--- src/core/cgen_consts.vh ---
// constants for the clock generator block
`ifndef CGEN_CONSTS_VH
`define CGEN_CONSTS_VH
// ----------------------------------------
// register byte offsets
// ----------------------------------------
`define CGEN_OFS_CTRL1 8'h00
`define CGEN_OFS_CTRL2 8'h04
`define CGEN_OFS_TRIM 8'h08
`define CGEN_OFS_STAT 8'h0C
// ----------------------------------------
// generator_control_one fields
// ----------------------------------------
`define CGEN_C1_CLKS_HI 7
`define CGEN_C1_CLKS_LO 6
`define CGEN_C1_REFERENCE_DIVIDER_SEL_HI 5
`define CGEN_C1_REFERENCE_DIVIDER_SEL_LO 3
`define CGEN_C1_IREFS 2
`define CGEN_C1_PLLS 1
`define CGEN_C1_LP 0
// ----------------------------------------
// generator_control_two fields
// ----------------------------------------
`define CGEN_C2_OUTPUT_DIVIDER_SEL_HI 7
`define CGEN_C2_OUTPUT_DIVIDER_SEL_LO 6
`define CGEN_C2_RANGE 5
`define CGEN_C2_HGO 4
`define CGEN_C2_CRYSTAL_REFERENCE_SEL 2
`define CGEN_C2_EXTERNAL_REFERENCE_ON 1
`define CGEN_C2_MASK 8'hF6
// ----------------------------------------
// generator_status_control fields
// ----------------------------------------
`define CGEN_SC_FINE_PERIOD_ADJUST 0
`define CGEN_SC_OSCILLATOR_READY_FLAG 1
`define CGEN_SC_CLKST_HI 3
`define CGEN_SC_CLKST_LO 2
`define CGEN_SC_LOOP_MULTIPLIER_SEL_HI 7
`define CGEN_SC_LOOP_MULTIPLIER_SEL_LO 4
// ----------------------------------------
// reset values
// ----------------------------------------
`define CGEN_RST_CTRL1 8'h04
`define CGEN_RST_CTRL2 8'h40
`define CGEN_RST_TRIM 8'h80
`define CGEN_RST_FINE_PERIOD_ADJUST 1'h0
`define CGEN_RST_LOOP_MULTIPLIER_SEL 4'h1
// ----------------------------------------
// clock source select codes
// ----------------------------------------
`define CGEN_SRC_LOOP 2'h0
`define CGEN_SRC_INT 2'h1
`define CGEN_SRC_EXT 2'h2
// ----------------------------------------
// loop figures
// ----------------------------------------
`define CGEN_FLL_MULT 11'h400
`define CGEN_ONE8 8'h01
`define CGEN_ONE4 4'h1
`endif

--- src/core/cgen_pulse_div.v ---
// divides a stream of one-cycle pulses by a programmable ratio
`timescale 1ns/100ps
`default_nettype none
module cgen_pulse_div #(
    parameter W = 8
) (
    input wire mclk,
    input wire arst_n,
    input wire clr,
    input wire pulse_in,
    input wire [W-1:0] ratio,
    output reg pulse_out
);
    reg [W-1:0] cnt_r;
    wire [W-1:0] cnt_inc = cnt_r + {{(W-1){1'b0}}, 1'b1};

    always @(posedge mclk or negedge arst_n) begin
        if (!arst_n) begin
            cnt_r <= {W{1'b0}};
            pulse_out <= 1'b0;
        end else if (clr) begin
            cnt_r <= {W{1'b0}};
            pulse_out <= 1'b0;
        end else begin
            pulse_out <= 1'b0;
            if (pulse_in) begin
                if (cnt_inc >= ratio) begin
                    cnt_r <= {W{1'b0}};
                    pulse_out <= 1'b1;
                end else begin
                    cnt_r <= cnt_inc;
                end
            end
        end
    end
endmodule // cgen_pulse_div
`default_nettype wire

--- src/core/cgen_ref_osc.v ---
// internal reference: one pulse per half period, period set by trim
`timescale 1ns/100ps
`default_nettype none
module cgen_ref_osc #(
    parameter BASE = 10'd64
) (
    input wire mclk,
    input wire arst_n,
    input wire [7:0] trim,
    input wire fine,
    output reg half_pulse
);
    reg [9:0] cnt_r;
    // binary weighted trim, fine bit as lsb; larger value, longer period
    wire [9:0] half_len = BASE + {1'b0, trim, fine};

    always @(posedge mclk or negedge arst_n) begin
        if (!arst_n) begin
            cnt_r <= 10'h000;
            half_pulse <= 1'b0;
        end else if (cnt_r + 10'h001 >= half_len) begin
            cnt_r <= 10'h000;
            half_pulse <= 1'b1;
        end else begin
            cnt_r <= cnt_r + 10'h001;
            half_pulse <= 1'b0;
        end
    end
endmodule // cgen_ref_osc
`default_nettype wire

--- src/core/cgen_top.v ---
// clock generator: reference select, loops, dividers and apb registers
`timescale 1ns/100ps
`default_nettype none
`include "cgen_consts.vh"
module cgen_top #(
    parameter OSC_EDGES = 16'd1024,
    parameter LOOP_MULTIPLIER_SEL_STEP = 4'd4,
    parameter IREF_BASE = 10'd64
) (
    input wire mclk,
    input wire arst_n,
    input wire [7:0] paddr,
    input wire psel,
    input wire penable,
    input wire pwrite,
    input wire [31:0] pwdata,
    output reg [31:0] prdata,
    output wire pready,
    output wire pslverr,
    input wire ext_ref_in,
    output reg generator_output_clock,
    output reg bus_clk,
    output wire external_reference_on,
    output wire oscillator_high_gain,
    output wire crystal_reference_sel,
    output wire osc_range_high
);
    // ----------------------------------------
    // registers
    // ----------------------------------------
    reg [7:0] ctrl1_r;
    reg [7:0] ctrl2_r;
    reg [7:0] internal_reference_trim_r;
    reg fine_period_adjust_r;
    reg [3:0] loop_multiplier_sel_r;
    reg oscillator_ready_flag_r;
    reg [15:0] osc_cnt_r;
    reg [1:0] sel_r;
    reg ext_d_r;
    reg [23:0] per_cnt_r;
    reg [23:0] per_r;
    reg [23:0] acc_r;
    reg loop_pulse_r;

    wire wr_en = psel & penable & pwrite;
    wire hit_c1 = (paddr == `CGEN_OFS_CTRL1);
    wire hit_c2 = (paddr == `CGEN_OFS_CTRL2);
    wire hit_tr = (paddr == `CGEN_OFS_TRIM);
    wire hit_sc = (paddr == `CGEN_OFS_STAT);
    wire hit = hit_c1 | hit_c2 | hit_tr | hit_sc;

    // ----------------------------------------
    // apb answer
    // ----------------------------------------
    // zero wait states, unmapped offsets answer with an error
    assign pready = 1'b1;
    assign pslverr = psel & penable & ~hit;

    // ----------------------------------------
    // field decode
    // ----------------------------------------
    wire [1:0] clks = ctrl1_r[`CGEN_C1_CLKS_HI:`CGEN_C1_CLKS_LO];
    wire [2:0] reference_divider_sel = ctrl1_r[`CGEN_C1_REFERENCE_DIVIDER_SEL_HI:`CGEN_C1_REFERENCE_DIVIDER_SEL_LO];
    wire irefs = ctrl1_r[`CGEN_C1_IREFS];
    wire plls = ctrl1_r[`CGEN_C1_PLLS];
    wire low_power = ctrl1_r[`CGEN_C1_LP];
    wire [1:0] output_divider_sel = ctrl2_r[`CGEN_C2_OUTPUT_DIVIDER_SEL_HI:`CGEN_C2_OUTPUT_DIVIDER_SEL_LO];
    assign osc_range_high = ctrl2_r[`CGEN_C2_RANGE];
    assign oscillator_high_gain = ctrl2_r[`CGEN_C2_HGO];
    assign crystal_reference_sel = ctrl2_r[`CGEN_C2_CRYSTAL_REFERENCE_SEL];
    assign external_reference_on = ctrl2_r[`CGEN_C2_EXTERNAL_REFERENCE_ON];

    wire [7:0] r_ratio = `CGEN_ONE8 << reference_divider_sel;
    wire [3:0] b_ratio = `CGEN_ONE4 << output_divider_sel;
    wire [7:0] m_prod = {4'h0, loop_multiplier_sel_r} * {4'h0, LOOP_MULTIPLIER_SEL_STEP};
    wire [10:0] m_val = {3'h0, m_prod};

    // ----------------------------------------
    // apb register writes
    // ----------------------------------------
    always @(posedge mclk or negedge arst_n) begin
        if (!arst_n) begin
            // reset in fll internal engaged, divider zero
            ctrl1_r <= `CGEN_RST_CTRL1;
            ctrl2_r <= `CGEN_RST_CTRL2;
            internal_reference_trim_r <= `CGEN_RST_TRIM;
            fine_period_adjust_r <= `CGEN_RST_FINE_PERIOD_ADJUST;
            loop_multiplier_sel_r <= `CGEN_RST_LOOP_MULTIPLIER_SEL;
        end else if (wr_en) begin
            if (hit_c1) begin
                ctrl1_r <= pwdata[7:0];
            end
            if (hit_c2) begin
                ctrl2_r <= pwdata[7:0] & `CGEN_C2_MASK;
            end
            // trim only ever loaded by software
            if (hit_tr) begin
                internal_reference_trim_r <= pwdata[7:0];
            end
            if (hit_sc) begin
                fine_period_adjust_r <= pwdata[`CGEN_SC_FINE_PERIOD_ADJUST];
                loop_multiplier_sel_r <= pwdata[`CGEN_SC_LOOP_MULTIPLIER_SEL_HI:`CGEN_SC_LOOP_MULTIPLIER_SEL_LO];
            end
        end
    end

    // ----------------------------------------
    // apb read data
    // ----------------------------------------
    always @* begin
        prdata = 32'h0000_0000;
        if (hit_c1) begin
            prdata[7:0] = ctrl1_r;
        end else if (hit_c2) begin
            prdata[7:0] = ctrl2_r;
        end else if (hit_tr) begin
            prdata[7:0] = internal_reference_trim_r;
        end else if (hit_sc) begin
            prdata[`CGEN_SC_LOOP_MULTIPLIER_SEL_HI:`CGEN_SC_LOOP_MULTIPLIER_SEL_LO] = loop_multiplier_sel_r;
            prdata[`CGEN_SC_CLKST_HI:`CGEN_SC_CLKST_LO] = sel_r;
            prdata[`CGEN_SC_OSCILLATOR_READY_FLAG] = oscillator_ready_flag_r;
            prdata[`CGEN_SC_FINE_PERIOD_ADJUST] = fine_period_adjust_r;
        end
    end

    // ----------------------------------------
    // reference sources
    // ----------------------------------------
    wire int_pulse;
    wire ext_div_pulse;
    wire b_pulse;
    wire switch_now;

    // fine bit adds one more step
    cgen_ref_osc #(
        .BASE(IREF_BASE)
    ) u_ref_osc (
        .mclk(mclk),
        .arst_n(arst_n),
        .trim(internal_reference_trim_r),
        .fine(fine_period_adjust_r),
        .half_pulse(int_pulse)
    );

    // each external edge is one half period
    wire ext_edge = (ext_ref_in ^ ext_d_r) & external_reference_on;

    cgen_pulse_div #(
        .W(8)
    ) u_reference_divider_sel (
        .mclk(mclk),
        .arst_n(arst_n),
        .clr(1'b0),
        .pulse_in(ext_edge),
        .ratio(r_ratio),
        .pulse_out(ext_div_pulse)
    );

    always @(posedge mclk or negedge arst_n) begin
        if (!arst_n) begin
            ext_d_r <= 1'b0;
        end else begin
            ext_d_r <= ext_ref_in;
        end
    end

    // ----------------------------------------
    // oscillator start-up
    // ----------------------------------------
    always @(posedge mclk or negedge arst_n) begin
        if (!arst_n) begin
            osc_cnt_r <= 16'h0000;
            oscillator_ready_flag_r <= 1'b0;
        end else if (!external_reference_on) begin
            osc_cnt_r <= 16'h0000;
            oscillator_ready_flag_r <= 1'b0;
        end else if (ext_edge && !oscillator_ready_flag_r) begin
            if (osc_cnt_r + 16'h0001 >= OSC_EDGES) begin
                oscillator_ready_flag_r <= 1'b1;
            end
            osc_cnt_r <= osc_cnt_r + 16'h0001;
        end
    end

    // ----------------------------------------
    // frequency and phase locked loop
    // ----------------------------------------
    // pll always takes the external reference
    wire loop_ref = (plls | ~irefs) ? ext_div_pulse : int_pulse;
    wire [10:0] mult = plls ? m_val : `CGEN_FLL_MULT;
    wire [23:0] acc_sum = acc_r + {13'h0000, mult};
    wire loop_hit = (per_r != 24'h000000) && (acc_sum >= per_r);
    // surplus capped at one period so the sum never wraps
    wire [23:0] acc_left = acc_sum - per_r;

    always @(posedge mclk or negedge arst_n) begin
        if (!arst_n) begin
            per_cnt_r <= 24'h000000;
            per_r <= 24'h000000;
            acc_r <= 24'h000000;
            loop_pulse_r <= 1'b0;
        end else if (low_power && (clks != `CGEN_SRC_LOOP)) begin
            per_cnt_r <= 24'h000000;
            per_r <= 24'h000000;
            acc_r <= 24'h000000;
            loop_pulse_r <= 1'b0;
        end else begin
            if (loop_ref) begin
                per_cnt_r <= 24'h000000;
                per_r <= per_cnt_r + 24'h000001;
            end else if (per_cnt_r != 24'hFFFFFF) begin
                per_cnt_r <= per_cnt_r + 24'h000001;
            end
            // output half periods at mult times the reference rate
            if (per_r == 24'h000000) begin
                acc_r <= 24'h000000;
            end else if (!loop_hit) begin
                acc_r <= acc_sum;
            end else if (acc_left >= per_r) begin
                acc_r <= per_r;
            end else begin
                acc_r <= acc_left;
            end
            loop_pulse_r <= loop_hit;
        end
    end

    // ----------------------------------------
    // source select and output divider
    // ----------------------------------------
    reg src_pulse;
    always @* begin
        case (sel_r)
            `CGEN_SRC_LOOP: src_pulse = loop_pulse_r;
            `CGEN_SRC_INT: src_pulse = int_pulse;
            `CGEN_SRC_EXT: src_pulse = ext_edge;
            default: src_pulse = 1'b0;
        endcase
    end

    cgen_pulse_div #(
        .W(4)
    ) u_output_divider_sel (
        .mclk(mclk),
        .arst_n(arst_n),
        .clr(switch_now),
        .pulse_in(src_pulse),
        .ratio(b_ratio),
        .pulse_out(b_pulse)
    );

    // swap only as a full high phase ends
    assign switch_now = b_pulse & generator_output_clock & (clks != sel_r);

    always @(posedge mclk or negedge arst_n) begin
        if (!arst_n) begin
            sel_r <= `CGEN_SRC_LOOP;
            generator_output_clock <= 1'b0;
        end else begin
            if (switch_now) begin
                sel_r <= clks;
            end
            if (b_pulse) begin
                generator_output_clock <= ~generator_output_clock;
            end
        end
    end

    // ----------------------------------------
    // bus clock
    // ----------------------------------------
    // bus clock toggles on each output rise
    always @(posedge mclk or negedge arst_n) begin
        if (!arst_n) begin
            bus_clk <= 1'b0;
        end else if (b_pulse && !generator_output_clock) begin
            bus_clk <= ~bus_clk;
        end
    end
endmodule // cgen_top
`default_nettype wire

--- config.mk ---
export PLATFORM = sky130hd
export DESIGN_NAME = cgen_top
export DESIGN_NICKNAME = d
export VERILOG_FILES = /design/src/core/cgen_pulse_div.v /design/src/core/cgen_ref_osc.v /design/src/core/cgen_top.v
export VERILOG_INCLUDE_DIRS = /design/src /design/src/core
export SDC_FILE = /design/constraint.sdc
export NUM_CORES = 1
export LEC_CHECK = 0
export BUFFER_PORTS_ARGS = -buffer_cell sky130_fd_sc_hd__buf_2
export CAP_MARGIN = 10
export CORE_ASPECT_RATIO = 0.9
export CORE_MARGIN = 2
export CORE_UTILIZATION = 35
export CTS_BUF_LIST = sky130_fd_sc_hd__clkbuf_8 sky130_fd_sc_hd__clkbuf_16
export DETAILED_ROUTE_END_ITERATION = 10
export SYNTH_ARGS = -nofsm -noshare
export SYNTH_HDL_FRONTEND = slang
export SYNTH_SLANG_ARGS = --single-unit
--- constraint.sdc ---
create_clock -name mclk -period 15.9 [get_ports mclk]
set_clock_uncertainty 0.1 [all_clocks]
set_input_delay 0.795 -clock mclk [delete_from_list [all_inputs] [get_ports mclk]]
set_output_delay 0.795 -clock mclk [all_outputs]
set_load 0.05 [all_outputs]
==> results.md, run 1 <==
- Status: completed
- Mapped Cells: 1065
- Internal Pwr Total: 1.218 mW
- Setup TNS: 0 ns
- Sw power: 1.009 mW
- Root cell of the clock tree: clkbuf_16
- Initial antenna violation count: 0
- Post-DP Area: 10480 µm²
- Hold WS: 0.3125 ns
- Drt pass-1 iters: 6
- Port Buffers: 36
- Post-Synth XOR/XNOR Area: 8.693%
- CTS Hold Bufs: 0
- FF-to-FF End: acc_r[4]$_DFF_PN0_
- Seq pwr share: 23.3%
- Fin cells: 1454
- Actual slew at the worst max-slew pin: 1.089 ns
- Final min period: 6.774 ns
- Core region area: 28160 µm²
- Final hold vios: 0
- Area grow syn2layout: 9.401%
- Library cells used by synthesis: 66
- Most frequent cells after synthesis: dfrtp_1, ha_1, nor2_1
- Critical path class: reg -> reg
- IO Count: 86
- PostCTS Resize Cnt: 0
- Crit path DAT: 6.96 ns
- Initial Util: 35.78%
- Post-synthesis compound-gate area fraction: 15.18%
- Most common cell in the synthesized netlist: dfrtp_1
- Routed WL: 22.45 mm
- Slew margin rel.: 27.20%
- H-tree lvl count: 4
- Pwr dens: 202.1 nW/µm²
- DRC: 0
- CTS tree: done
- Crit path required time: 16.09 ns
- Final Max Slew Viols: 0
- FFs w/ async S/R, synth: 100.0%
- Grt ovf: 0
- Drt wl/cell: 15.44 µm
- Worst Path Max Fanout: 17
- Clk_lat worst skew: 0.43 ns
- FMAX: 0.1476 GHz
- Number of global-route vias before repair: 7418
- Post-synth EDFFs: 0
- Reg2reg start: loop_multiplier_sel_r[0]$_DFFE_PN1P_
- Die X: 182.8 µm
- Simple-gate share of the synthesized area: 16.32%
- Worst reg2reg path depth: 25
- Ranking of synthesized cells by area: dfrtp_1, ha_1, xnor2_1
- Peak VDD IR: 0.0001211 V
- Drt via density: 5.272
- Final ANT Viol Nets: 0
- First-pass GRT wire length: 37.63 mm
- CTS Buf Count: 17
- Register area share after synthesis: 36.56%
- Layout Nets: 1211
- Seq cells post-synth: 147
- Yosys top cell area share: 35.52%
- Layout cell share with drive strength beyond 1: 12.25%
- RSZ-0062 raised after global routing: no
- Total inserted antenna cells: 0
- Detail Placement HPWL: 16.42 mm
- Clock transition at path regs: 0.07 ns
- Clk sinks: 147
- DR iter-0 viols: 468
- Mean Syn Cell Area: 9.460 µm²
- GPL Wtd Cong: 0.8179
- Largest net degree at the start of global routing: 85
- Post-CTS setup buffers: 0
- R2r setup slk: 9.13 ns
- Synth Cell Area: 10070 µm²
- Switch share: 45.31%
- Clk pwr share: 17.1%
- Yosys warning total: 0
- Vias post-DR: 7665
- Row cnt: 58
- Tot GR Track Use: 15.50%
- Hold Crit Class: in -> async
- Inst Count DP: 1422
- Primary FF master, synth: dfrtp_1
- Die Footprint: 30160 µm²
- CP endpoint kind: register
- Synth area leader: dfrtp_1
- Leak: 4.990 nW
- Max Cap Viol: 0
- Proportion of synthesized area in mux cells: 7.178%
- Adder-Cell Fraction of Synth Area: 10.46%
- # setup viols final: 0
- Final period util: 42.60%
- Largest family of logic cells by synthesized area: simple AND/OR/NAND/NOR gates
- Startpoint type of the worst setup path: register
- Clk buf depth: 2
- Comb power frac: 59.6%
- Die height: 165.0 µm
- Design area: 11020 µm²
-- metrics by stage --
step / power, mW / utilization [%] / setup slack, ns
2_1_floorplan: 1.571 / - / 10.44
4_1_cts: 2.234 / 39.13 / 9.138
3_5_place_dp: 1.839 / 37.20 / 9.183
5_1_grt: 2.433 / 39.14 / 8.621
6_report: 2.227 / 39.14 / 9.126
3_3_place_gp: 1.818 / 37.20 / 9.180
-- final cells by class --
type | instances | area (µm²)
clock buffer | 17 | 425.4
clock inverter | 14 | 116.4
fill | 2787 | 17140
inverter | 46 | 172.7
multi-input combinational | 827 | 5937
sequential | 147 | 3684
tap | 360 | 450.4
timing repair buffer | 43 | 236.5
-- kinds of logic (layout without fill, tap and decap cells) --
group                    Yosys count  count (layout)
AND/OR/NAND/NOR                  322             322
AO/OA/AOI/OAI                    236             236
flip-flops                       147             147
buffers and inverters            114             120
XOR/XNOR                         100             100
adder cells (fa/ha/maj)           83              83
multiplexers                      61              61
other                              2              25
-- worst max path at each step --
stage / from / to / slack, ns / cells after the start
CTS: loop_multiplier_sel_r[0]$_DFFE_PN1P_ / acc_r[5]$_DFF_PN0_ / 9.14 / 25
detailed placement: loop_multiplier_sel_r[0]$_DFFE_PN1P_ / acc_r[5]$_DFF_PN0_ / 9.18 / 25
floorplan: loop_multiplier_sel_r[0]$_DFFE_PN1P_ / acc_r[10]$_DFF_PN0_ / 10.44 / 29
finish: loop_multiplier_sel_r[0]$_DFFE_PN1P_ / acc_r[4]$_DFF_PN0_ / 9.13 / 25
global placement: loop_multiplier_sel_r[0]$_DFFE_PN1P_ / acc_r[5]$_DFF_PN0_ / 9.18 / 25
global route: loop_multiplier_sel_r[0]$_DFFE_PN1P_ / acc_r[6]$_DFF_PN0_ / 8.62 / 25
-- flip-flops by register name, indices dropped and copies added (netlist names), 2 cells and up --
register,cells
u_output_divider_sel.cnt_r,4
sel_r,2
acc_r,24
ctrl2_r,6
u_ref_osc.cnt_r,10
loop_multiplier_sel_r,4
u_reference_divider_sel.cnt_r,8
osc_cnt_r,16
internal_reference_trim_r,8
ctrl1_r,8
per_r,24
per_cnt_r,24
-- power by group through the flow --
stage               clock (mW)  sequential [mW]  combinational (mW)
floorplan                    0            0.514                1.06
CTS                      0.391            0.518                1.33
global placement             0            0.523                1.30
global route             0.407            0.529                1.50
detailed placement           0            0.524                1.31
finish                   0.380            0.520                1.33
-- cell usage in the layout (no fill, tap or decap), types with 8 or more instances in the layout --
cell type / n
nor2b_1: 18
xor2_1: 40
mux2i_1: 25
nand2_1: 65
nor3_1: 10
nor4_1: 9
nor2_1: 76
nand2b_1: 8
inv_1: 46
o21ai_0: 54
nand4_1: 26
mux2_2: 30
nand3_1: 43
conb_1: 25
a31oi_1: 8
and2_1: 22
a21oi_1: 52
a21o_1: 34
ha_1: 81
xnor2_1: 60
clkbuf_16: 17
dfrtp_1: 143
buf_2: 36
a211oi_1: 26
and3_1: 27
o21ai_1: 15
-- critical path: stages (launching register included) --
cell	delay, ns
dfstp_2	0.54
and2_1	0.14
ha_1	0.16
inv_1	0.05
fa_1	0.40
inv_1	0.07
a21oi_1	0.06
o21bai_1	0.31
a31o_2	0.25
nor2b_1	0.38
nand2_1	0.15
xnor2_1	0.21
ha_1	0.34
inv_1	0.10
o21bai_1	0.10
and3_1	0.19
o31ai_1	0.24
a21oi_1	0.10
a311oi_1	0.41
xnor2_1	0.15
ha_1	0.31
nand4_1	0.18
o311ai_4	0.99
buf_4	0.39
mux2i_1	0.22
a21oi_1	0.08
-- metal layers --
| layer | part of all wire, % | vias up | global-route usage (%) |
|---|---|---|---|
| met4 | 1.2 | 0 | 3.491 |
| met1 | 52 | 3717 | 22.75 |
| met3 | 3.1 | 17 | 2.668 |
| li1 | - | 3801 | - |
| met2 | 44 | 130 | 23.87 |
| met5 | 0 | - | 0 |
No activity file was read; power rests on OpenSTA's default activity.
==> inputs of run 2 (changes only) <==
==> constraint.sdc (replaced) <==
create_clock -name mclk -period 6.7 [get_ports mclk]
set_clock_uncertainty 0.1 [all_clocks]
set_input_delay 0.335 -clock mclk [delete_from_list [all_inputs] [get_ports mclk]]
set_output_delay 0.335 -clock mclk [all_outputs]
set_load 0.05 [all_outputs]
==> run 2 against run 1 <==
Clock power rose to 2.5 times the previous value. Utilization rose by 0.41 points. Sequential cell count did not move. Total power rose by 140%. Design area rose by 1.1%. Via count fell by 1.3%. First-iteration DRC count fell by 10%. Final cell count rose by 0.55%. Critical path type unchanged.
==> results.md, run 2 (synthesis results as in run 1) <==
- Status: completed
- Drt wl/cell: 15.38 µm (-0.37%)
- Post-CTS setup buffers: 0 (unchanged)
- Final min period: 6.231 ns (-0.5423 ns)
- Grt ovf: 0 (unchanged)
- Clk sinks: 147 (unchanged)
- Setup TNS: 0 ns (unchanged)
- GRT busiest layer: met2
- Tot GR Track Use: 15.14% (-0.36 points)
- Routed WL: 22.49 mm (+0.18%)
- Most frequent cells in the layout: dfrtp_1, ha_1, nor2_1
- Initial Util: 35.78% (unchanged)
- Port Buffers: 36 (unchanged)
- Detail Placement HPWL: 16.60 mm (+1.1%)
- Startpoint type of the worst setup path: register
- Critical Path Max Stage Delay: 0.54 ns (-0.45 ns)
- Worst Path Max Fanout: 23 (+6)
- Fin worst setup slack: 0.4685 ns (-8.658 ns)
- Pwr Total: 5.424 mW (+140%)
- Hold Crit Depth: 2
- End of the worst hold path: internal_reference_trim_r[3]$_DFFE_PN0P_
- Clk buf depth: 2 (unchanged)
- GR Util met3: 2.183% (-0.49 points)
- Total inserted antenna cells: 0 (unchanged)
- CTS Buf Count: 17 (unchanged)
- Largest net degree at the start of global routing: 90 (+5.9%)
- H-tree lvl count: 4 (unchanged)
- Multi-input logic area: 5937 µm² (unchanged)
- Switch share: 44.71% (-0.60 points)
- Fin cells: 1462 (+0.55%)
- Sw power: 2.425 mW (+140%)
- Clock transition at path regs: 0.07 ns (about the same)
- Most common cell after layout, fill and taps aside: dfrtp_1
- Grt met2 use: 23.61% (-0.26 points)
- Finished Core Util: 39.56% (+0.41 points)
- Clk_lat worst skew: 0.43 ns (about the same)
- DRC: 0 (unchanged)
- Layout Nets: 1218 (+0.58%)
- Layout cell share with drive strength beyond 1: 12.61% (+0.36 points)
- Drt pass-1 iters: 6 (unchanged)
- IO Count: 86 (unchanged)
- Vias post-DR: 7567 (-1.3%)
- Die Footprint: 30160 µm² (unchanged)
- Peak VDD IR: 0.0003847 V (+220%)
- Crit path required time: 6.92 ns (-9.17 ns)
- Die height: 165.0 µm (unchanged)
- Inst Count DP: 1427 (+0.35%)
- Leak: 5.054 nW (+1.3%)
- Number of global-route vias before repair: 7209 (-2.8%)
- Drt via density: 5.176 (-1.8%)
- Hold WS: 0.04887 ns (-0.2637 ns)
- Max Cap Viol: 0 (unchanged)
- Fillers: 2789 (+0.072%)
- Initial antenna violation count: 0 (unchanged)
- Pre-CTS setup slack: 0.4788 ns (-8.704 ns)
- Comb power frac: 59.5% (about the same)
- Hold Crit Class: in -> reg
- First-pass GRT wire length: 36.62 mm (-2.7%)
- Slew margin rel.: 42.25% (+15 points)
- Post-DP Area: 10530 µm² (+0.48%)
- Row cnt: 58 (unchanged)
- Root cell of the clock tree: clkbuf_16
- Internal Pwr Total: 2.999 mW (+150%)
- Critical path class: reg -> reg
- Seq pwr share: 22.8% (-0.5 points)
- # setup viols final: 0 (unchanged)
- CTS tree: done
- Core region area: 28160 µm² (unchanged)
- Final ANT Viol Nets: 0 (unchanged)
- Min-delay src: pwdata[3]
- FF-to-FF End: acc_r[21]$_DFF_PN0_
- GPL Wtd Cong: 0.8226 (+0.57%)
- Pwr dens: 486.9 nW/µm² (+140%)
- Area grow syn2layout: 10.56%
- Final hold vios: 0 (unchanged)
- Final period util: 93.01% (+50 points)
- Register area: 3684 µm² (unchanged)
- Die X: 182.8 µm (unchanged)
- RSZ-0062 raised after global routing: no
- Grt met1 use: 21.86% (-0.89 points)
- Biggest regs: acc_r (24), per_cnt_r (24), per_r (24)
- Crit path DAT: 6.45 ns (-0.51 ns)
- Final Max Slew Viols: 0 (unchanged)
- CP max stage cell: dfstp_2
- R2r setup slk: 0.47 ns (-8.66 ns)
- DR iter-0 viols: 419 (-10%)
- Worst reg2reg path depth: 28 (+12%)
- Actual slew at the worst max-slew pin: 0.8637 ns (-0.2256 ns)
- Reg2reg start: loop_multiplier_sel_r[0]$_DFFE_PN1P_
- CP endpoint kind: register
- FMAX: 0.1605 GHz (+8.7%)
- Clk pwr share: 17.7% (+0.6 points)
- Design area: 11140 µm² (+1.1%)
## run 2: power by group through the flow
stage	logic (mW)	clock network [mW]	registers, mW
after global placement	3.15	0	1.24
after CTS	3.23	0.990	1.23
final	3.23	0.963	1.23
after global routing	3.62	1.03	1.25
after floorplan	2.51	0	1.22
after detailed placement	3.21	0	1.25
## run 2: final cells by class
cell class	count	share of cell area (%)
sequential	147	33.07
clock inverter	15	1.460
clock buffer	17	3.819
inverter	46	1.550
multi-input combinational	827	53.30
timing repair buffer	50	2.752
tap	360	4.044
## run 2: how the worst max path moves through the flow
stage | start | end | cells past startpoint
final | loop_multiplier_sel_r[0]$_DFFE_PN1P_ | acc_r[21]$_DFF_PN0_ | 28
after detailed placement | loop_multiplier_sel_r[0]$_DFFE_PN1P_ | acc_r[21]$_DFF_PN0_ | 28
after global routing | loop_multiplier_sel_r[0]$_DFFE_PN1P_ | acc_r[21]$_DFF_PN0_ | 28
after global placement | ctrl1_r[1]$_DFFE_PN0P_ | acc_r[21]$_DFF_PN0_ | 25
after CTS | loop_multiplier_sel_r[0]$_DFFE_PN1P_ | acc_r[21]$_DFF_PN0_ | 28
after floorplan | loop_multiplier_sel_r[0]$_DFFE_PN1P_ | acc_r[10]$_DFF_PN0_ | 29
## run 2: per-layer routing
layer | vias up | routed length [µm]
li1 | 3808 | -
met1 | 3651 | 11680
met2 | 87 | 10010
met3 | 21 | 500
met4 | 0 | 305
met5 | - | 0
## run 2: timing repair
item / in CTS / in global routing
resized for setup: 0 / 0
hold buffers: 2 / 0
endpoints found under the hold margin: 85 / 0
## run 2: critical path, delay by kind of cell (launching register included)
| family | cells | cell delay (ns) |
|---|---|---|
| fa+ha+maj | 4 | 1.16 |
| flops | 1 | 0.54 |
| simple gates | 7 | 1.26 |
| xor+xnor | 2 | 0.45 |
| compound gates | 11 | 2.16 |
| buf+inv | 4 | 0.42 |
